### src/design/option_map.vh
// register offsets, field positions, reset values and codes for option decoding
`ifndef OPTION_MAP_VH
`define OPTION_MAP_VH
`define OFS_READOUT_LOCK     8'h00
`define OFS_BOOT_AREA        8'h04
`define OFS_SPARE_OPTION     8'h08
`define OFS_WATCHDOG_OPTION  8'h0C
`define OFS_OSC_SETTLE       8'h10
`define OFS_DECODED_STATUS   8'h14
`define OFS_APPLY_CTRL       8'h18
`define RST_READOUT_LOCK     8'h00
`define RST_BOOT_AREA        8'h00
`define RST_SPARE_OPTION     8'h00
`define RST_WATCHDOG_OPTION  8'h00
`define RST_OSC_SETTLE       8'h00
`define READOUT_UNLOCK_CODE  8'hAA
`define BOOT_NONE            8'h00
`define BOOT_VECTORS_ONLY    8'h01
`define BOOT_TWO_PAGES       8'h02
`define BIT_INDEP_HW_START   0
`define BIT_INDEP_HALT_STOP  1
`define BIT_WIN_HW_START     2
`define BIT_WIN_HALT_RESET   3
`define FAST_SETTLE_LSB      0
`define SLOW_SETTLE_LSB      2
`define SETTLE_CYCLES_0      13'h0001
`define SETTLE_CYCLES_1      13'h0010
`define SETTLE_CYCLES_2      13'h0200
`define SETTLE_CYCLES_3      13'h1000
`endif

### src/design/settle_count_decoder.v
// maps a two-bit settle count code to an oscillator cycle count
`timescale 1ns/1ps
module settle_count_decoder
(
	// code in
	input  wire [1:0]  code,
	// cycles out
	output reg  [12:0] cycles
);
`include "option_map.vh"
// codes read as binary 00, 01, 10, 11
always @*
begin
	case (code)
		2'h0: cycles = `SETTLE_CYCLES_0;
		2'h1: cycles = `SETTLE_CYCLES_1;
		2'h2: cycles = `SETTLE_CYCLES_2;
		2'h3: cycles = `SETTLE_CYCLES_3;
		default: cycles = `SETTLE_CYCLES_0;
	endcase
end
endmodule

### src/design/boot_area_decoder.v
// decodes the boot area size into page range and protection kind
`timescale 1ns/1ps
module boot_area_decoder
(
	// size code in
	input  wire [7:0] size,
	// decoded outputs
	output reg        present,
	output reg        vectors_only,
	output reg  [7:0] last_page,
	output reg        read_protect,
	output reg        write_protect
);
`include "option_map.vh"
always @*
begin
	present       = 1'b1;
	vectors_only  = 1'b0;
	last_page     = 8'h00;
	read_protect  = 1'b0;
	write_protect = 1'b0;
	// RULE3 no boot area
	if (size == `BOOT_NONE)
	begin
		present = 1'b0;
	end
	// RULE4 vectors only
	else if (size == `BOOT_VECTORS_ONLY)
	begin
		vectors_only = 1'b1;
	end
	// RULE5 two pages, read/write locked
	else if (size == `BOOT_TWO_PAGES)
	begin
		last_page     = 8'h01;
		read_protect  = 1'b1;
		write_protect = 1'b1;
	end
	// RULE6 pages zero to size minus one
	else
	begin
		last_page     = size - 8'h01;
		write_protect = 1'b1;
	end
end
endmodule

### src/design/option_byte_decoder.v
// option byte registers on ahb-lite and the decoded configuration controls
//
// Behaviour
// RULE1: readout lock byte equal to 0xAA leaves readout protection off.
// RULE2: any other readout lock byte value turns readout protection on.
// RULE3: boot area size zero means no boot area, nothing reserved.
// RULE4: boot area size one means boot area holds only vectors.
// RULE5: size two reserves pages zero and one, read and write protected.
// RULE6: size three up reserves pages 0 to size minus one, write protected.
// RULE7: independent watchdog hw-start bit set starts it by hardware.
// RULE8: independent watchdog halt-stop bit set stops it in halt modes.
// RULE9: window watchdog hw-start bit set starts it by hardware.
// RULE10: window watchdog halt-reset bit set resets on halt entry, else stops.
// RULE11: fast oscillator settle code picks 1, 16, 512 or 4096 cycles.
// RULE12: slow oscillator settle code picks 1, 16, 512 or 4096 cycles.
// RULE13: settle codes are two-bit binary fields 00, 01, 10, 11.
`timescale 1ns/1ps
module option_byte_decoder
(
	// clock and reset
	input  wire        hclk,
	input  wire        hresetn,
	// ahb-lite slave
	input  wire        hsel,
	input  wire [7:0]  haddr,
	input  wire [1:0]  htrans,
	input  wire        hwrite,
	input  wire [2:0]  hsize,
	input  wire [31:0] hwdata,
	input  wire        hready,
	output reg  [31:0] hrdata,
	output wire        hreadyout,
	output wire        hresp,
	// readout protection
	output reg         readout_protect,
	// boot area
	output reg         boot_present,
	output reg         boot_vectors_only,
	output reg  [7:0]  boot_last_page,
	output reg         boot_read_protect,
	output reg         boot_write_protect,
	// watchdogs
	output reg         indep_dog_hw_start,
	output reg         indep_dog_halt_stop,
	output reg         win_dog_hw_start,
	output reg         win_dog_halt_reset,
	// oscillator settle counts
	output reg  [12:0] fast_osc_settle_cycles,
	output reg  [12:0] slow_osc_settle_cycles
);
`include "option_map.vh"
////////////////////////////////////////////////////////////////////////////
reg  [7:0]  readout_lock_byte_q;
reg  [7:0]  boot_area_size_byte_q;
reg  [7:0]  spare_option_byte_q;
reg  [7:0]  watchdog_option_byte_q;
reg  [7:0]  oscillator_settle_byte_q;
reg         apply_q;
reg         wr_pend_q;
reg  [7:0]  wr_addr_q;
wire        take;
wire        dec_present;
wire        dec_vectors;
wire [7:0]  dec_last;
wire        dec_rprot;
wire        dec_wprot;
wire [12:0] fast_cycles;
wire [12:0] slow_cycles;
// zero wait states, always okay
assign hreadyout = 1'b1;
assign hresp     = 1'b0;
assign take      = hsel & hready & htrans[1];
////////////////////////////////////////////////////////////////////////////
// address phase capture and write data phase
always @(posedge hclk or negedge hresetn)
begin
	if (!hresetn)
	begin
		wr_pend_q <= 1'b0;
		wr_addr_q <= 8'h00;
	end
	else if (hready)
	begin
		wr_pend_q <= take & hwrite;
		wr_addr_q <= haddr;
	end
end
// apply pulse follows any write so new options take effect next cycle
always @(posedge hclk or negedge hresetn)
begin
	if (!hresetn)
	begin
		readout_lock_byte_q      <= `RST_READOUT_LOCK;
		boot_area_size_byte_q    <= `RST_BOOT_AREA;
		spare_option_byte_q      <= `RST_SPARE_OPTION;
		watchdog_option_byte_q   <= `RST_WATCHDOG_OPTION;
		oscillator_settle_byte_q <= `RST_OSC_SETTLE;
		apply_q                  <= 1'b1;
	end
	else
	begin
		apply_q <= wr_pend_q;
		if (wr_pend_q)
		begin
			case (wr_addr_q)
				`OFS_READOUT_LOCK:    readout_lock_byte_q <= hwdata[7:0];
				`OFS_BOOT_AREA:       boot_area_size_byte_q <= hwdata[7:0];
				`OFS_WATCHDOG_OPTION: watchdog_option_byte_q <= hwdata[7:0];
				`OFS_OSC_SETTLE:   oscillator_settle_byte_q <= hwdata[7:0];
				default:              spare_option_byte_q <= spare_option_byte_q;
			endcase
		end
	end
end
////////////////////////////////////////////////////////////////////////////
// decoders
boot_area_decoder u_boot
(
	.size          (boot_area_size_byte_q),
	.present       (dec_present),
	.vectors_only  (dec_vectors),
	.last_page     (dec_last),
	.read_protect  (dec_rprot),
	.write_protect (dec_wprot)
);
// RULE11 fast settle lookup
settle_count_decoder u_fast
(
	.code   (oscillator_settle_byte_q[`FAST_SETTLE_LSB+1:`FAST_SETTLE_LSB]),
	.cycles (fast_cycles)
);
// RULE12 slow settle lookup
settle_count_decoder u_slow
(
	.code   (oscillator_settle_byte_q[`SLOW_SETTLE_LSB+1:`SLOW_SETTLE_LSB]),
	.cycles (slow_cycles)
);
////////////////////////////////////////////////////////////////////////////
// outputs registered; reset state is the safe, protected one
always @(posedge hclk or negedge hresetn)
begin
	if (!hresetn)
	begin
		readout_protect        <= 1'b1;
		boot_present           <= 1'b0;
		boot_vectors_only      <= 1'b0;
		boot_last_page         <= 8'h00;
		boot_read_protect      <= 1'b0;
		boot_write_protect     <= 1'b0;
		indep_dog_hw_start     <= 1'b0;
		indep_dog_halt_stop    <= 1'b0;
		win_dog_hw_start       <= 1'b0;
		win_dog_halt_reset     <= 1'b0;
		fast_osc_settle_cycles <= `SETTLE_CYCLES_0;
		slow_osc_settle_cycles <= `SETTLE_CYCLES_0;
	end
	else if (apply_q)
	begin
		// RULE1 RULE2 unlock only on code
		readout_protect <= (readout_lock_byte_q != `READOUT_UNLOCK_CODE);
		// RULE3 RULE4 RULE5 RULE6 boot area
		boot_present       <= dec_present;
		boot_vectors_only  <= dec_vectors;
		boot_last_page     <= dec_last;
		boot_read_protect  <= dec_rprot;
		boot_write_protect <= dec_wprot;
		// RULE7 independent hw start
		indep_dog_hw_start <=
			watchdog_option_byte_q[`BIT_INDEP_HW_START];
		// RULE8 independent halt stop
		indep_dog_halt_stop <=
			watchdog_option_byte_q[`BIT_INDEP_HALT_STOP];
		// RULE9 window hw start
		win_dog_hw_start <= watchdog_option_byte_q[`BIT_WIN_HW_START];
		// RULE10 window halt reset
		win_dog_halt_reset <=
			watchdog_option_byte_q[`BIT_WIN_HALT_RESET];
		// RULE13 two-bit codes
		fast_osc_settle_cycles <= fast_cycles;
		slow_osc_settle_cycles <= slow_cycles;
	end
end
////////////////////////////////////////////////////////////////////////////
// read data; decoded status word shows live controls
always @(posedge hclk or negedge hresetn)
begin
	if (!hresetn)
		hrdata <= 32'h00000000;
	else if (take & ~hwrite)
	begin
		case (haddr)
			`OFS_READOUT_LOCK:    hrdata <= {24'h000000, readout_lock_byte_q};
			`OFS_BOOT_AREA:       hrdata <= {24'h000000, boot_area_size_byte_q};
			`OFS_SPARE_OPTION:    hrdata <= {24'h000000, spare_option_byte_q};
			`OFS_WATCHDOG_OPTION: hrdata <= {24'h000000, watchdog_option_byte_q};
			`OFS_OSC_SETTLE:    hrdata <= {24'h000000, oscillator_settle_byte_q};
			`OFS_DECODED_STATUS:
				hrdata <= {16'h0000, boot_last_page, win_dog_halt_reset,
					win_dog_hw_start, indep_dog_halt_stop,
					indep_dog_hw_start, boot_write_protect,
					boot_read_protect, boot_present, readout_protect};
			default:              hrdata <= 32'h00000000;
		endcase
	end
end
endmodule

### config.mk
export PLATFORM = sky130hd
export DESIGN_NAME = option_byte_decoder
export DESIGN_NICKNAME = d
export VERILOG_FILES = /design/src/design/settle_count_decoder.v /design/src/design/boot_area_decoder.v /design/src/design/option_byte_decoder.v
export VERILOG_INCLUDE_DIRS = /design/src /design/src/design
export SDC_FILE = /design/constraint.sdc
export NUM_CORES = 1
export LEC_CHECK = 0
export ABC_AREA = 1
export BUFFER_PORTS_ARGS = -buffer_cell sky130_fd_sc_hd__buf_4
export CAP_MARGIN = 10
export CELL_PAD_IN_SITES_DETAIL_PLACEMENT = 1
export CELL_PAD_IN_SITES_GLOBAL_PLACEMENT = 1
export CORE_MARGIN = 5
export CORE_UTILIZATION = 41
export DETAILED_ROUTE_END_ITERATION = 16
export PLACE_DENSITY = 0.95
export SETUP_SLACK_MARGIN = 0.3
export SLEW_MARGIN = 20
export SYNTH_ARGS = -nofsm -noshare
export SYNTH_HDL_FRONTEND = slang
export SYNTH_SLANG_ARGS = --single-unit
### constraint.sdc
create_clock -name hclk -period 2.67 [get_ports hclk]
set_input_delay 0.801 -clock hclk [delete_from_list [all_inputs] [get_ports hclk]]
set_output_delay 0.801 -clock hclk [all_outputs]
set_load 0.02 [all_outputs]
# Word-level counts from Yosys, hierarchy flattened
# Cells that the tools add are included.
# op_classes
n_addsub,1
multipliers,0
div_mod_pow,0
n_lt_le_gt_ge,0
n_eq_ne,16
shift,0
muxes,14
bitwise,5
n_reduce_logical,9
# ops
operator,count
13-bit case mux with 4 select lines,2
16-bit case mux with 5 select lines,1
8-bit by 5-bit equality test with 1-bit output (second input constant),3
8-bit logical NOT,3
8-bit two-way mux,3
8-bit by 3-bit equality test with 1-bit output (second input constant),2
8-bit by 4-bit equality test with 1-bit output (second input constant),2
2-bit equality test (second input constant),4
8-bit by 1-bit equality test with 1-bit output (second input constant),1
8-bit by 2-bit equality test with 1-bit output (second input constant),1
1-bit two-way mux,8
8-bit != test (second input constant),1
2-bit AND reduction,4
8-bit by 1-bit subtractor with 8-bit output (second input constant),1
1-bit bitwise AND,4
2-bit by 1-bit equality test with 1-bit output (second input constant),2
2-bit logical NOT,2
1-bit NOT,1
# totals
register_bits,117
latch_bits,0
ram_bits,0
romBits,0
output_inout_bits,77
memories,0

# Logic depth before layout (Yosys ltp)
# Gate-level depths: netlist of the first run.
# logic_depth
ltp_word,4
depth_mapped,8
depth_no_buf,8

# Modules after synthesis
# A second synthesis of the first run with hierarchy kept.
# unflattened
hier_cells,530
hier_area_um2,5057.4
# modules_own_cells
module,n_inst,cells_each,area_per_inst_um2,seq_area_each_um2
option_byte_decoder,1,438,4516.8,2532.4
boot_area_decoder,1,58,345.3,0.0
settle_count_decoder,2,17,97.6,0.0

# Least setup slack after synthesis of the first run
# No wires, ideal clock.
# synth_timing
path_type,input -> register
from,input hready
to,register hrdata[3]
setup_time_ps,122
t_arrival_ps,1472
required_time_ps,2548
path_slack_ps,1076
path_stages,5
n_path_buf,2
cell_sequence,buf_2 -> nand4_4 -> buf_2 -> a21oi_1 -> a21oi_1
# synth_between
elab_chain_cells,3
# synth_lines
element,line_no,text
"start, declared",option_byte_decoder.v:30,"input wire hready,"
1-bit bitwise AND (2 in series),option_byte_decoder.v:72,assign take = hsel & hready & htrans[1];
1-bit bitwise AND,option_byte_decoder.v:189,else if (take & ~hwrite)
"end signal, assigned",option_byte_decoder.v:192,"`OFS_READOUT_LOCK: hrdata <= {24'h000000, readout_lock_byte_q};"
"end signal, assigned",option_byte_decoder.v:193,"`OFS_BOOT_AREA: hrdata <= {24'h000000, boot_area_size_byte_q};"
"end signal, assigned",option_byte_decoder.v:194,"`OFS_SPARE_OPTION: hrdata <= {24'h000000, spare_option_byte_q};"
"end, declared",option_byte_decoder.v:31,"output reg [31:0] hrdata,"
# No other way between the ends.
# A chain may end at the register's enable or synchronous reset.

# Worst setup path after layout of the first run
# layout_timing
from,register readout_protect
to,output readout_protect
# layout_lines
element,line_no,text
"start, declared",option_byte_decoder.v:35,"output reg readout_protect,"
"start signal, assigned",option_byte_decoder.v:160,readout_protect <= (readout_lock_byte_q != `READOUT_UNLOCK_CODE);
# No word-level cell between the ends.

==> tab_implementation.tex, run 1 <==
\begin{tabular}{lr}
\hline
Metric & Value \\
\hline
\multicolumn{2}{l}{\textbf{Clocking}} \\
\quad Max Root-Sink Buffers & 2 \\
\quad \# Post-CTS Setup Buffers & 0 \\
\quad Clock slew at reported path FFs & 80 ps \\
\quad Number of cells upsized or downsized after cts & 0 \\
\quad Cts bufs inserted & 9 \\
\quad CTS Root Buffer Type & sky130\_fd\_sc\_hd\_\_clkbuf\_8 \\
\quad Clock insertion delay at the later pin of the skew report & 370 ps \\
\quad Post-cts hold buffer count & 0 \\
\quad Num Clock Sinks & 83 \\
\quad CTS tree & done \\
\quad Number of H-tree branching levels & 3 \\
\multicolumn{2}{l}{\textbf{Synthesis}} \\
\quad Total of flip-flops plus latches after synthesis & 83 \\
\quad Share of the synthesized area in the top cell type & 0.4769 \\
\quad Leading cell types by total area after synthesis & sky130\_fd\_sc\_hd\_\_dfrtp\_1 48\%, sky130\_fd\_sc\_hd\_\_nand2\_1 11\%, sky130\_fd\_sc\_hd\_\_buf\_4 6.7\% \\
\quad Sequential share of the synthesized area & 0.5023 \\
\quad Cell type contributing the most total cell area after synthesis & sky130\_fd\_sc\_hd\_\_dfrtp\_1 \\
\quad Total of warnings raised by yosys & 0 \\
\quad Number of synthesized flops with an enable pin & 0 \\
\quad Instance count of the mapped netlist & 476 \\
\quad Async set-reset flop share out of synthesis & 1.000 \\
\quad Synth cell types & 34 \\
\quad Area of the mapped netlist & 0.004145 mm² \\
\quad Mean post-synth cell area & 8.708 µm² \\
\quad Top FF cell, synth & sky130\_fd\_sc\_hd\_\_dfrtp\_1 \\
\multicolumn{2}{l}{\textbf{Final layout}} \\
\quad Relative area change from synthesis to final layout & 15.70\% \\
\quad Diodes inserted & 0 \\
\quad Final standard cell area without fillers & 0.004796 mm² \\
\quad Final Net Count & 588 \\
\quad Non-filler instance count after layout & 673 \\
\quad Layout cell share with drive strength beyond 1 & 0.2352 \\
\multicolumn{2}{l}{\textbf{Setup path}} \\
\quad Crit path kind & reg -> out \\
\quad Endpoint class of the critical path & output port \\
\quad Required @ worst endpoint & 1870 ps \\
\quad Maximum fanout along the worst path & 3 \\
\quad Critical path launch point type & flop \\
\quad Slowest cell delay on critical path & 570 ps \\
\quad Largest delay share family, worst path & flip-flops \\
\quad Library cell contributing the largest single delay on the critical path & sky130\_fd\_sc\_hd\_\_dfstp\_2 \\
\quad Critical-path cell list & buf\_4 \\
\quad Start point of the critical path & readout\_protect \\
\quad CP arrival & 1070 ps \\
\quad Crit path buf inv count & 1 \\
\quad Launch instance of the worst register-to-register path & apply\_q \\
\multicolumn{2}{l}{\textbf{STA}} \\
\quad Final max-slew violation count & 0 \\
\quad Aggregate negative setup slack & 0 ps \\
\quad Post-Route Skew & 10.79 ps \\
\quad Setup repair after global routing missed its margin & no \\
\quad Shortest clock period the worst path allows after layout & 1876 ps \\
\quad Final worst-path cycle share & 0.7026 \\
\quad Relative slew margins & 0.6399 \\
\quad Final Hold Vio Count & 0 \\
\quad Final setup violation count & 0 \\
\quad Worst-margin pin slew & 540.1 ps \\
\quad Highest Clock Rate & 0.5331 GHz \\
\multicolumn{2}{l}{\textbf{Floorplanning}} \\
\quad Floorplan Core Area & 0.009819 mm² \\
\quad Die Y-Extent & 110.6 µm \\
\quad Initial core utilization & 0.4221 \\
\quad Placement row count & 36 \\
\quad Number of I/O pins & 127 \\
\quad Die area & 0.01222 mm² \\
\quad Die width & 110.6 µm \\
\multicolumn{2}{l}{\textbf{Global routing}} \\
\quad Pin count of the biggest net entering global routing & 44 \\
\quad Global router's overall resource usage & 0.1964 \\
\quad Global Route met2 Usage & 0.3604 \\
\quad Number of antenna violations at the first check in global routing & 0 \\
\quad Met3 GRT Util & 0.04431 \\
\quad Gr ovfl total & 0 \\
\quad Met1 Use GR & 0.2128 \\
\quad Wire length of the first global-routing pass & 19.29 mm \\
\quad Vias in the first global route & 3755 \\
\quad Busiest layer in global routing & met2 \\
\multicolumn{2}{l}{\textbf{Drt}} \\
\quad Initial DRC count & 178 \\
\quad Total length of routed wires & 11.90 mm \\
\quad Detailed-route via count & 3455 \\
\quad Final routed wire length divided by cell count & 17.67 µm \\
\quad Remaining DRCs & 0 \\
\quad Detailed-routing iteration count for the pre-antenna-repair pass & 5 \\
\quad DR vias/cell & 5.134 \\
\quad Antenna violation net count after detailed routing & 0 \\
\multicolumn{2}{l}{\textbf{Power and ir drop}} \\
\quad Static leakage & 2.501 nW \\
\quad Maximum ir drop on the vdd rail & 274.1 µV \\
\quad Power density over the cells & 674.5 mW/mm² \\
\quad Total chip power & 3.235 mW \\
\multicolumn{2}{l}{\textbf{Placement}} \\
\quad Number of port buffers & 62 \\
\quad Placed Cells incl. Taps & 657 \\
\quad DPL Wire Length & 8.557 mm \\
\quad RD Place Congestion & 0.7901 \\
\quad Post-placement cell area & 0.004554 mm² \\
\multicolumn{2}{l}{\textbf{Hold path}} \\
\quad Hold Path Class & in -> async \\
\multicolumn{2}{l}{\textbf{Run}} \\
\quad Count of maximum capacitance violations & 0 \\
\multicolumn{2}{l}{\textbf{Outcome}} \\
\quad Status & finished clean \\
\hline
\end{tabular}
[registers in the layout, indices dropped and copies added, names as in the netlist]
name and flops:
boot_last_page 8, boot_write_protect 1, boot_area_size_byte_q 8, boot_vectors_only 1, indep_dog_halt_stop 1, win_dog_hw_start 1, oscillator_settle_byte_q 8, indep_dog_hw_start 1
watchdog_option_byte_q 8, wr_pend_q 1, win_dog_halt_reset 1, slow_osc_settle_cycles 4, wr_addr_q 8, readout_lock_byte_q 8, fast_osc_settle_cycles 4, readout_protect 1
apply_q 1, boot_read_protect 1, hrdata 16, boot_present 1
[routing by layer]
layer  wire length (µm)  vias to the layer above
met2               6247                      131
li1                   -                     1574
met3                780                       31
met1               4534                     1719
met5                  0                        -
met4                332                        0
[logic make-up after synthesis]
family	Yosys count	share of synthesized area
multiplexers	1	0.002716
AND/OR/NAND/NOR	206	0.2261
flip-flops	83	0.5023
buffers and inverters	94	0.1301
AO/OA/AOI/OAI	82	0.1174
XOR/XNOR	5	0.01056
adder cells (fa/ha/maj)	3	0.009056
other	2	0.001812
[worst paths after layout]
check                                              to  slack [ps]  cells after the start
max                                   readout_protect         790                      1
min                        fast_osc_settle_cycles[12]         410                      1
max reg2reg                         boot_last_page[5]        1060                      4
min reg2reg                                   apply_q         410                      0
max in group asynchronous             readout_protect        1590                      2
min in group hclk                             apply_q         410                      0
[through the flow]
step	utilization	hold WS (ps)	setup WS (ps)
after global routing	0.4884	432.0	769.5
after CTS	0.4884	420.8	778.2
after floorplan	-	374.5	1076
after detailed placement	0.4638	408.3	479.3
final	0.4884	413.6	794.1
after global placement	0.4638	396.2	641.8
[cell usage after synthesis (4+ instances only)]
cell / instances
sky130_fd_sc_hd__nand2_1: 119
sky130_fd_sc_hd__dfrtp_1: 79
sky130_fd_sc_hd__buf_4: 37
sky130_fd_sc_hd__inv_1: 37
sky130_fd_sc_hd__o21ai_1: 34
sky130_fd_sc_hd__nand3_1: 31
sky130_fd_sc_hd__nor2_1: 30
sky130_fd_sc_hd__o21ai_2: 16
sky130_fd_sc_hd__a21oi_1: 11
sky130_fd_sc_hd__o21ai_0: 11
sky130_fd_sc_hd__inv_2: 8
sky130_fd_sc_hd__nand2_2: 8
sky130_fd_sc_hd__a31oi_1: 7
sky130_fd_sc_hd__buf_6: 6
sky130_fd_sc_hd__clkbuf_1: 4
sky130_fd_sc_hd__dfstp_2: 4
sky130_fd_sc_hd__nor3_1: 4
sky130_fd_sc_hd__xor2_1: 4
[power breakdown]
part           total, mW  leakage, nW  internal (mW)  switching, mW
combinational      0.609         1.46          0.219          0.390
clock               1.10        0.123          0.644          0.457
sequential          1.52        0.914           1.39          0.131
total               3.23         2.50           2.26          0.977
[cell type report]
class / instances / area [µm²]
flip-flops and latches: 83 / 2082
fillers: 1235 / 5024
repair buffers: 63 / 485.5
multi-input cells: 333 / 1652
clock buffers: 11 / 141.4
clock inverters: 5 / 100.1
inverters: 45 / 168.9
well taps: 133 / 166.4
[cells in the final DEF, fill, tap and decap left out, types with 2 or more instances in the layout]
cell type / instances
sky130_fd_sc_hd__a21oi_1: 11
sky130_fd_sc_hd__a31oi_1: 7
sky130_fd_sc_hd__buf_4: 62
sky130_fd_sc_hd__bufinv_16: 3
sky130_fd_sc_hd__clkbuf_8: 10
sky130_fd_sc_hd__clkinv_2: 2
sky130_fd_sc_hd__conb_1: 36
sky130_fd_sc_hd__dfrtp_1: 79
sky130_fd_sc_hd__dfstp_2: 4
sky130_fd_sc_hd__ha_1: 3
sky130_fd_sc_hd__inv_1: 37
sky130_fd_sc_hd__inv_2: 8
sky130_fd_sc_hd__nand2_1: 119
sky130_fd_sc_hd__nand2_2: 8
sky130_fd_sc_hd__nand3_1: 31
sky130_fd_sc_hd__nand3_2: 2
sky130_fd_sc_hd__nand4_1: 3
sky130_fd_sc_hd__nor2_1: 30
sky130_fd_sc_hd__nor2_2: 3
sky130_fd_sc_hd__nor2_4: 2
sky130_fd_sc_hd__nor3_1: 4
sky130_fd_sc_hd__o21ai_0: 11
sky130_fd_sc_hd__o21ai_1: 34
sky130_fd_sc_hd__o21ai_2: 16
sky130_fd_sc_hd__xor2_1: 4
Power figures use the tool's default switching activity.
==> run 2: changes to the inputs <==
- ABC_AREA: 1 -> 0
- CORE_UTILIZATION: 41 -> 40
- PLACE_DENSITY: 0.95 -> 0.9
- clock period: 2.67 -> 1.9 ns (I/O delays scaled with it)
==> tab_implementation.tex, run 2 <==
\begin{tabular}{lr}
\hline
Metric & Value \\
\hline
\multicolumn{2}{l}{\textbf{Floorplanning}} \\
\quad Die Y-Extent & 110.1 µm (was 110.6 µm) \\
\quad Number of I/O pins & 127 (unchanged) \\
\quad Die width & 110.1 µm (was 110.6 µm) \\
\quad Die area & 0.01213 mm² (was 0.01222 mm²) \\
\quad Initial core utilization & 0.4103 (was 0.4221) \\
\quad Floorplan Core Area & 0.009774 mm² (was 0.009819 mm²) \\
\quad Placement row count & 36 (unchanged) \\
\multicolumn{2}{l}{\textbf{STA}} \\
\quad Post-Route Skew & 10.87 ps (was 10.79 ps) \\
\quad Setup repair after global routing missed its margin & yes (was no) \\
\quad Final max-slew violation count & 0 (unchanged) \\
\quad Highest Clock Rate & 0.5548 GHz \\
\quad Final setup violation count & 0 (unchanged) \\
\quad Shortest clock period the worst path allows after layout & 1802 ps \\
\quad Worst hold slack after final layout & 217.3 ps (was 413.6 ps) \\
\quad Final worst-path cycle share & 0.9486 \\
\quad Aggregate negative setup slack & 0 ps (unchanged) \\
\quad Relative slew margins & 0.6489 (was 0.6399) \\
\quad Final Hold Vio Count & 0 (unchanged) \\
\quad Worst-margin pin slew & 526.7 ps (was 540.1 ps) \\
\multicolumn{2}{l}{\textbf{Setup path}} \\
\quad Library cell contributing the largest single delay on the critical path & sky130\_fd\_sc\_hd\_\_or4\_4 (was sky130\_fd\_sc\_hd\_\_dfstp\_2) \\
\quad Maximum fanout along the worst path & 6 (was 3) \\
\quad Critical-path cell list & or4\_4, or3\_4, o21ai\_4, o22ai\_1 (was buf\_4) \\
\quad Crit path kind & reg -> reg (was reg -> out) \\
\quad Required @ worst endpoint & 2130 ps (was 1870 ps) \\
\quad Endpoint class of the critical path & flop (was output port) \\
\quad Slowest cell delay on critical path & 520 ps (was 570 ps) \\
\quad Critical path launch point type & flop (unchanged) \\
\quad CP arrival & 2030 ps (was 1070 ps) \\
\multicolumn{2}{l}{\textbf{Hold path}} \\
\quad Hold Path Class & in -> async (unchanged) \\
\multicolumn{2}{l}{\textbf{Drt}} \\
\quad Total length of routed wires & 11.22 mm (was 11.90 mm) \\
\quad Final routed wire length divided by cell count & 20.14 µm (was 17.67 µm) \\
\quad Detailed-route via count & 2876 (was 3455) \\
\quad Remaining DRCs & 0 (unchanged) \\
\quad Antenna violation net count after detailed routing & 0 (unchanged) \\
\quad DR vias/cell & 5.163 (was 5.134) \\
\quad Initial DRC count & 174 (was 178) \\
\quad Detailed-routing iteration count for the pre-antenna-repair pass & 5 (unchanged) \\
\multicolumn{2}{l}{\textbf{Global routing}} \\
\quad Wire length of the first global-routing pass & 17.36 mm (was 19.29 mm) \\
\quad Met3 GRT Util & 0.04310 (was 0.04431) \\
\quad Global Route met2 Usage & 0.3189 (was 0.3604) \\
\quad Vias in the first global route & 3117 (was 3755) \\
\quad Pin count of the biggest net entering global routing & 84 (was 44) \\
\quad Busiest layer in global routing & met2 (unchanged) \\
\quad Gr ovfl total & 0 (unchanged) \\
\quad Global router's overall resource usage & 0.1924 (was 0.1964) \\
\quad Met1 Use GR & 0.2369 (was 0.2128) \\
\quad Number of antenna violations at the first check in global routing & 0 (unchanged) \\
\multicolumn{2}{l}{\textbf{Placement}} \\
\quad Placed Cells incl. Taps & 538 (was 657) \\
\quad RD Place Congestion & 0.8760 (was 0.7901) \\
\quad Number of port buffers & 62 (unchanged) \\
\quad DPL Wire Length & 7.706 mm (was 8.557 mm) \\
\multicolumn{2}{l}{\textbf{Synthesis}} \\
\quad Synth cell types & 47 (was 34) \\
\quad Sequential share of the synthesized area & 0.5192 (was 0.5023) \\
\quad Cell type contributing the most total cell area after synthesis & sky130\_fd\_sc\_hd\_\_dfrtp\_1 (unchanged) \\
\quad Total of flip-flops plus latches after synthesis & 83 (unchanged) \\
\quad Mean post-synth cell area & 11.93 µm² (was 8.708 µm²) \\
\quad Top FF cell, synth & sky130\_fd\_sc\_hd\_\_dfrtp\_1 (unchanged) \\
\quad Number of synthesized flops with an enable pin & 0 (unchanged) \\
\quad Most instantiated library cell after synthesis & sky130\_fd\_sc\_hd\_\_dfrtp\_1 (was sky130\_fd\_sc\_hd\_\_nand2\_1) \\
\quad Area of the mapped netlist & 0.004010 mm² (was 0.004145 mm²) \\
\quad Share of the synthesized area in the top cell type & 0.4930 (was 0.4769) \\
\quad Leading cell types by total area after synthesis & sky130\_fd\_sc\_hd\_\_dfrtp\_1 49\%, sky130\_fd\_sc\_hd\_\_mux2\_2 13\%, sky130\_fd\_sc\_hd\_\_buf\_4 6.9\% (was sky130\_fd\_sc\_hd\_\_dfrtp\_1 48\%, sky130\_fd\_sc\_hd\_\_nand2\_1 11\%, sky130\_fd\_sc\_hd\_\_buf\_4 6.7\%) \\
\quad Most frequent cells after synthesis & 79 x sky130\_fd\_sc\_hd\_\_dfrtp\_1, 47 x sky130\_fd\_sc\_hd\_\_mux2\_2, 37 x sky130\_fd\_sc\_hd\_\_buf\_4 (was 119 x sky130\_fd\_sc\_hd\_\_nand2\_1, 79 x sky130\_fd\_sc\_hd\_\_dfrtp\_1, 37 x sky130\_fd\_sc\_hd\_\_buf\_4, 37 x sky130\_fd\_sc\_hd\_\_inv\_1, 34 x sky130\_fd\_sc\_hd\_\_o21ai\_1) \\
\quad Instance count of the mapped netlist & 336 (was 476) \\
\quad Total of warnings raised by yosys & 0 (unchanged) \\
\quad Async set-reset flop share out of synthesis & 1.000 (unchanged) \\
\multicolumn{2}{l}{\textbf{Clocking}} \\
\quad Clock slew at reported path FFs & 90 ps (was 80 ps) \\
\quad CTS Root Buffer Type & sky130\_fd\_sc\_hd\_\_clkbuf\_8 (unchanged) \\
\quad Max Root-Sink Buffers & 2 (unchanged) \\
\quad Cts bufs inserted & 9 (unchanged) \\
\quad Number of H-tree branching levels & 3 (unchanged) \\
\quad Post-cts hold buffer count & 0 (unchanged) \\
\quad Num Clock Sinks & 83 (unchanged) \\
\quad CTS tree & done (unchanged) \\
\quad Clock insertion delay at the later pin of the skew report & 360 ps (was 370 ps) \\
\multicolumn{2}{l}{\textbf{Power and ir drop}} \\
\quad Share of power burned in combinational logic & 0.192 (was 0.188) \\
\quad Part of the total power dissipated in sequential elements & 0.466 (was 0.471) \\
\quad Clock power share & 0.342 (was 0.340) \\
\quad Maximum ir drop on the vdd rail & 334.6 µV (was 274.1 µV) \\
\quad Total chip power & 4.452 mW (was 3.235 mW) \\
\quad Internal cell power & 3.170 mW (was 2.257 mW) \\
\quad Switching Power & 1.282 mW (was 0.9774 mW) \\
\quad Sw frac & 0.2879 (was 0.3022) \\
\quad Static leakage & 2.417 nW (was 2.501 nW) \\
\quad Power density over the cells & 875.5 mW/mm² (was 674.5 mW/mm²) \\
\multicolumn{2}{l}{\textbf{Final layout}} \\
\quad Diodes inserted & 0 (unchanged) \\
\quad Flip-flop count of the largest register, all copies and words added & 16 (unchanged) \\
\quad Highest-count cells in the layout ignoring fill and taps & 81 x sky130\_fd\_sc\_hd\_\_buf\_4, 79 x sky130\_fd\_sc\_hd\_\_dfrtp\_1, 36 x sky130\_fd\_sc\_hd\_\_conb\_1 (was 119 x sky130\_fd\_sc\_hd\_\_nand2\_1, 79 x sky130\_fd\_sc\_hd\_\_dfrtp\_1, 62 x sky130\_fd\_sc\_hd\_\_buf\_4) \\
\quad Register with the most flip-flops & hrdata (unchanged) \\
\quad Non-filler instance count after layout & 557 (was 673) \\
\quad Layout cell share with drive strength beyond 1 & 0.4175 (was 0.2352) \\
\quad Most common cell after layout, fill and taps aside & sky130\_fd\_sc\_hd\_\_buf\_4 (was sky130\_fd\_sc\_hd\_\_nand2\_1) \\
\quad Final Net Count & 473 (was 588) \\
\quad Relative area change from synthesis to final layout & 26.80\% (was 15.70\%) \\
\multicolumn{2}{l}{\textbf{Run}} \\
\quad Count of maximum capacitance violations & 0 (unchanged) \\
\multicolumn{2}{l}{\textbf{Outcome}} \\
\quad Status & finished clean (unchanged) \\
\hline
\end{tabular}
## run 2: changes by cell type after synthesis, sizes merged, moves of 8 or more
| cell | change |
|---|---|
| nand2 | -116 |
| mux2i | +10 |
| nor2 | -21 |
| o21ai | -47 |
| nand3 | -30 |
| nand3b | +8 |
| a22o | +8 |
| inv | -27 |
| o22ai | +8 |
| mux2 | +46 |
## run 2: worst paths after layout
| path | cells past startpoint | slack, ps | end | start |
|---|---|---|---|---|
| max | 4 | 100 | boot_last_page[5] | boot_area_size_byte_q[2] |
| min in group hclk | 2 | 450 | wr_addr_q[5] | haddr[5] |
| min | 2 | 220 | fast_osc_settle_cycles[9] | hresetn |
| min reg2reg | 2 | 480 | hrdata[6] | hrdata[6] |
| max in group asynchronous | 2 | 1300 | apply_q | hresetn |
| max reg2reg | 4 | 100 | boot_last_page[5] | boot_area_size_byte_q[2] |
## run 2: cell families (layout without fill, tap and decap cells)
kind of cell / Yosys count / count (layout) / synth area share
compound gates: 48 / 48 / 0.08206
fa+ha+maj: 3 / 3 / 0.009361
simple gates: 68 / 68 / 0.1086
buf+inv: 67 / 121 / 0.09766
xor+xnor: 6 / 6 / 0.01310
other cells: 2 / 36 / 0.001873
flops: 83 / 83 / 0.5192
mux: 59 / 59 / 0.1682
## run 2: stage by stage
step | cell area, µm² | utilization | setup slack, ps
3_3_place_gp | 4664 | 0.4772 | 58.50
5_1_grt | 5085 | 0.5202 | 72.10
6_report | 5085 | 0.5202 | 97.66
2_1_floorplan | 4185 | - | 186.9
4_1_cts | 5072 | 0.5189 | 106.7
3_5_place_dp | 4664 | 0.4772 | -73.07
## run 2: final cells by class
| cell class | count | area [µm²] |
|---|---|---|
| fill | 1045 | 4690 |
| sequential | 83 | 2082 |
| multi-input combinational | 220 | 1834 |
| timing repair buffer | 88 | 704.4 |
| tap | 133 | 166.4 |
| clock buffer | 10 | 127.6 |
| clock inverter | 5 | 102.6 |
| inverter | 18 | 67.56 |
## run 2: repair_timing
action | in CTS | in global routing
setup endpoints to repair | 45 | 48
setup buffers | 4 | 0
resized for setup | 39 | 4
pin swaps | 10 | 4
## run 2: layer usage
layer / wire length [µm] / vias to the layer above
met4: 376 / 0
met5: 0 / -
li1: - / 1287
met1: 4514 / 1459
met3: 703 / 27
met2: 5624 / 103
## run 2: power groups by stage
stage | sequential (mW) | combinational [mW] | clock [mW]
global route | 2.10 | 0.916 | 1.62
floorplan | 2.18 | 0.410 | 0
CTS | 2.07 | 0.855 | 1.53
finish | 2.07 | 0.856 | 1.52
detailed placement | 2.10 | 0.810 | 0
global placement | 2.08 | 0.782 | 0
## run 2: critical path, delay by kind of cell, from the launching register on
family / cells / cell delay (ps)
flip-flops: 1 / 440
AND/OR/NAND/NOR: 2 / 910
AO/OA/AOI/OAI: 2 / 330
==> run 3: changes to the inputs <==
- CORE_UTILIZATION: 40 -> 30
- PLACE_DENSITY: 0.9 -> 0.72
- SETUP_SLACK_MARGIN: 0.3 -> 0.02
==> tab_implementation.tex, run 3 (synthesized netlist as in run 2, its figures left out) <==
\begin{tabular}{lr}
\hline
Metric & Value \\
\hline
\multicolumn{2}{l}{\textbf{Outcome}} \\
\quad Status & finished clean (unchanged) \\
\multicolumn{2}{l}{\textbf{Final layout}} \\
\quad Highest-count cells in the layout ignoring fill and taps & 84 x sky130\_fd\_sc\_hd\_\_buf\_4, 79 x sky130\_fd\_sc\_hd\_\_dfrtp\_1, 47 x sky130\_fd\_sc\_hd\_\_mux2\_2 (was 81 x sky130\_fd\_sc\_hd\_\_buf\_4, 79 x sky130\_fd\_sc\_hd\_\_dfrtp\_1, 36 x sky130\_fd\_sc\_hd\_\_conb\_1) \\
\quad Register cell area after layout & 0.002082 mm² (unchanged) \\
\quad Register with the most flip-flops & hrdata (unchanged) \\
\quad Relative area change from synthesis to final layout & 26.05\% (was 26.80\%) \\
\quad Final Net Count & 473 (unchanged) \\
\quad Diodes inserted & 0 (unchanged) \\
\quad Filler instances & 1429 (was 1045) \\
\quad Most common cell after layout, fill and taps aside & sky130\_fd\_sc\_hd\_\_buf\_4 (unchanged) \\
\quad Flip-flop count of the largest register, all copies and words added & 16 (unchanged) \\
\quad Layout cell share with drive strength beyond 1 & 0.3929 (was 0.4175) \\
\quad Area used by multi-input combinational logic & 0.001664 mm² (was 0.001834 mm²) \\
\quad Final design utilization & 0.3832 (was 0.5202) \\
\multicolumn{2}{l}{\textbf{STA}} \\
\quad Final worst-path cycle share & 0.9477 (was 0.9486) \\
\quad Worst hold slack after final layout & 146.6 ps (was 217.3 ps) \\
\quad Aggregate negative setup slack & 0 ps (unchanged) \\
\quad Final setup violation count & 0 (unchanged) \\
\quad Highest Clock Rate & 0.5554 GHz (was 0.5548 GHz) \\
\quad Shortest clock period the worst path allows after layout & 1801 ps (was 1802 ps) \\
\quad Post-Route Skew & 5.398 ps (was 10.87 ps) \\
\quad Final Hold Vio Count & 0 (unchanged) \\
\quad Setup repair after global routing missed its margin & no (was yes) \\
\quad Final max-slew violation count & 0 (unchanged) \\
\multicolumn{2}{l}{\textbf{Setup path}} \\
\quad Crit path buf inv count & 0 (unchanged) \\
\quad Maximum fanout along the worst path & 6 (unchanged) \\
\quad Slowest cell delay on critical path & 570 ps (was 520 ps) \\
\quad Cell depth of the worst flop-to-flop path & 4 (unchanged) \\
\quad Stages on the worst setup path & 4 (unchanged) \\
\quad Launch instance of the worst register-to-register path & boot\_area\_size\_byte\_q[3] (was boot\_area\_size\_byte\_q[2]) \\
\quad Crit path kind & reg -> reg (unchanged) \\
\quad Required @ worst endpoint & 2110 ps (was 2130 ps) \\
\quad Reg2reg setup slack & 100 ps (about the same) \\
\quad Start point of the critical path & boot\_area\_size\_byte\_q[3] (was boot\_area\_size\_byte\_q[2]) \\
\quad CP arrival & 2010 ps (was 2030 ps) \\
\quad Endpoint class of the critical path & flop (unchanged) \\
\quad Critical R2R Capture & boot\_last\_page[5] (unchanged) \\
\quad Critical path launch point type & flop (unchanged) \\
\quad Library cell contributing the largest single delay on the critical path & sky130\_fd\_sc\_hd\_\_or4\_4 (unchanged) \\
\quad Critical Path End & boot\_last\_page[5] (unchanged) \\
\quad Largest delay share family, worst path & simple AND/OR/NAND/NOR gates (unchanged) \\
\quad Critical-path cell list & or4\_4, or3\_4, o21ai\_4, o22ai\_1 (unchanged) \\
\multicolumn{2}{l}{\textbf{Run}} \\
\quad Count of maximum capacitance violations & 0 (unchanged) \\
\multicolumn{2}{l}{\textbf{Floorplanning}} \\
\quad Die width & 125.6 µm (was 110.1 µm) \\
\quad Number of I/O pins & 127 (unchanged) \\
\quad Floorplan Core Area & 0.01319 mm² (was 0.009774 mm²) \\
\quad Placement row count & 42 (was 36) \\
\quad Die Y-Extent & 125.6 µm (was 110.1 µm) \\
\quad Initial core utilization & 0.3040 (was 0.4103) \\
\quad Die area & 0.01578 mm² (was 0.01213 mm²) \\
\multicolumn{2}{l}{\textbf{Drt}} \\
\quad DR vias/cell & 4.689 (was 5.163) \\
\quad Initial DRC count & 124 (was 174) \\
\quad Detailed-routing iteration count for the pre-antenna-repair pass & 4 (was 5) \\
\quad Total length of routed wires & 10.58 mm (was 11.22 mm) \\
\quad Antenna violation net count after detailed routing & 0 (unchanged) \\
\quad Detailed-route via count & 2818 (was 2876) \\
\quad Remaining DRCs & 0 (unchanged) \\
\quad Final routed wire length divided by cell count & 17.60 µm (was 20.14 µm) \\
\multicolumn{2}{l}{\textbf{Clocking}} \\
\quad Clock slew at reported path FFs & 60 ps (was 90 ps) \\
\quad CTS tree & done (unchanged) \\
\quad Clock insertion delay at the later pin of the skew report & 340 ps (was 360 ps) \\
\quad Number of cells upsized or downsized after cts & 0 (was 39) \\
\quad Post-cts hold buffer count & 0 (unchanged) \\
\quad Max Root-Sink Buffers & 2 (unchanged) \\
\quad CTS Root Buffer Type & sky130\_fd\_sc\_hd\_\_clkbuf\_16 (was sky130\_fd\_sc\_hd\_\_clkbuf\_8) \\
\quad Num Clock Sinks & 83 (unchanged) \\
\quad Number of H-tree branching levels & 3 (unchanged) \\
\quad \# Post-CTS Setup Buffers & 0 (was 4) \\
\quad Cts bufs inserted & 9 (unchanged) \\
\multicolumn{2}{l}{\textbf{Power and ir drop}} \\
\quad Total chip power & 4.708 mW (was 4.452 mW) \\
\quad Internal cell power & 3.428 mW (was 3.170 mW) \\
\quad Static leakage & 2.410 nW (was 2.417 nW) \\
\quad Clock power share & 0.388 (was 0.342) \\
\quad Part of the total power dissipated in sequential elements & 0.437 (was 0.466) \\
\quad Share of power burned in combinational logic & 0.175 (was 0.192) \\
\quad Maximum ir drop on the vdd rail & 371.1 µV (was 334.6 µV) \\
\quad Sw frac & 0.2719 (was 0.2879) \\
\quad Power density over the cells & 931.4 mW/mm² (was 875.5 mW/mm²) \\
\quad Switching Power & 1.280 mW (was 1.282 mW) \\
\multicolumn{2}{l}{\textbf{Global routing}} \\
\quad Vias in the first global route & 3002 (was 3117) \\
\quad Gr ovfl total & 0 (unchanged) \\
\quad Number of antenna violations at the first check in global routing & 0 (unchanged) \\
\quad Global router's overall resource usage & 0.1360 (was 0.1924) \\
\quad Pin count of the biggest net entering global routing & 39 (was 84) \\
\quad Wire length of the first global-routing pass & 16.77 mm (was 17.36 mm) \\
\multicolumn{2}{l}{\textbf{Placement}} \\
\quad RD Place Congestion & 0.7984 (was 0.8760) \\
\quad Number of port buffers & 62 (unchanged) \\
\quad DPL Wire Length & 8.001 mm (was 7.706 mm) \\
\multicolumn{2}{l}{\textbf{Hold path}} \\
\quad Hold Path Class & in -> async (unchanged) \\
\hline
\end{tabular}
-- run 3: cell count changes in the layout (fill, tap and decap cells not counted), sizes merged --
cell    delta
bufinv     -1
clkbuf     +1
clkinv     +1
-- run 3: stage by stage --
step	instances	setup slack [ps]	instance area, µm²
final	601	99.38	5055
after CTS	601	74.85	5055
after detailed placement	585	-191.4	4745
after global routing	601	38.06	5055
after floorplan	370	57.84	4139
after global placement	585	-116.7	4745
-- run 3: worst reg2reg max path, stage by stage, from the launching register on --
cell and delay (ps):
sky130_fd_sc_hd__dfrtp_1 390, sky130_fd_sc_hd__or4_4 570, sky130_fd_sc_hd__or3_4 380, sky130_fd_sc_hd__o21ai_4 200, sky130_fd_sc_hd__o22ai_1 120
-- run 3: layer usage --
metal / GRT usage / routed length, µm / up-vias
met5: 0 / 0 / -
met4: 0.05166 / 170 / 0
li1: - / - / 1293
met2: 0.2272 / 5360 / 69
met1: 0.1708 / 4463 / 1444
met3: 0.03302 / 580 / 12
-- run 3: power groups by stage --
| stage | Clock [mW] | Combinational [mW] | Sequential (mW) |
|---|---|---|---|
| after detailed placement | 0 | 0.829 | 2.09 |
| after floorplan | 0 | 0.401 | 2.18 |
| after global placement | 0 | 0.803 | 2.08 |
| after CTS | 1.88 | 0.837 | 2.06 |
| final | 1.83 | 0.823 | 2.06 |
| after global routing | 1.96 | 0.890 | 2.08 |
-- run 3: cell type report --
class,count,share of cell area
clock buffer,11,0.04604
clock inverter,5,0.01535
inverter,18,0.01337
multi-input combinational,220,0.3292
sequential,83,0.4119
tap,176,0.04356
timing repair buffer,88,0.1406
-- run 3: worst min path at each step --
stage                     slack (ps)  cells after the start                   endpoint
after floorplan                  270                      0   boot_area_size_byte_q[0]
after global placement           460                      2                  hrdata[0]
after detailed placement         460                      2                  hrdata[0]
after CTS                        150                      1  slow_osc_settle_cycles[9]
after global routing             170                      1  slow_osc_settle_cycles[9]
final                            150                      1  slow_osc_settle_cycles[9]
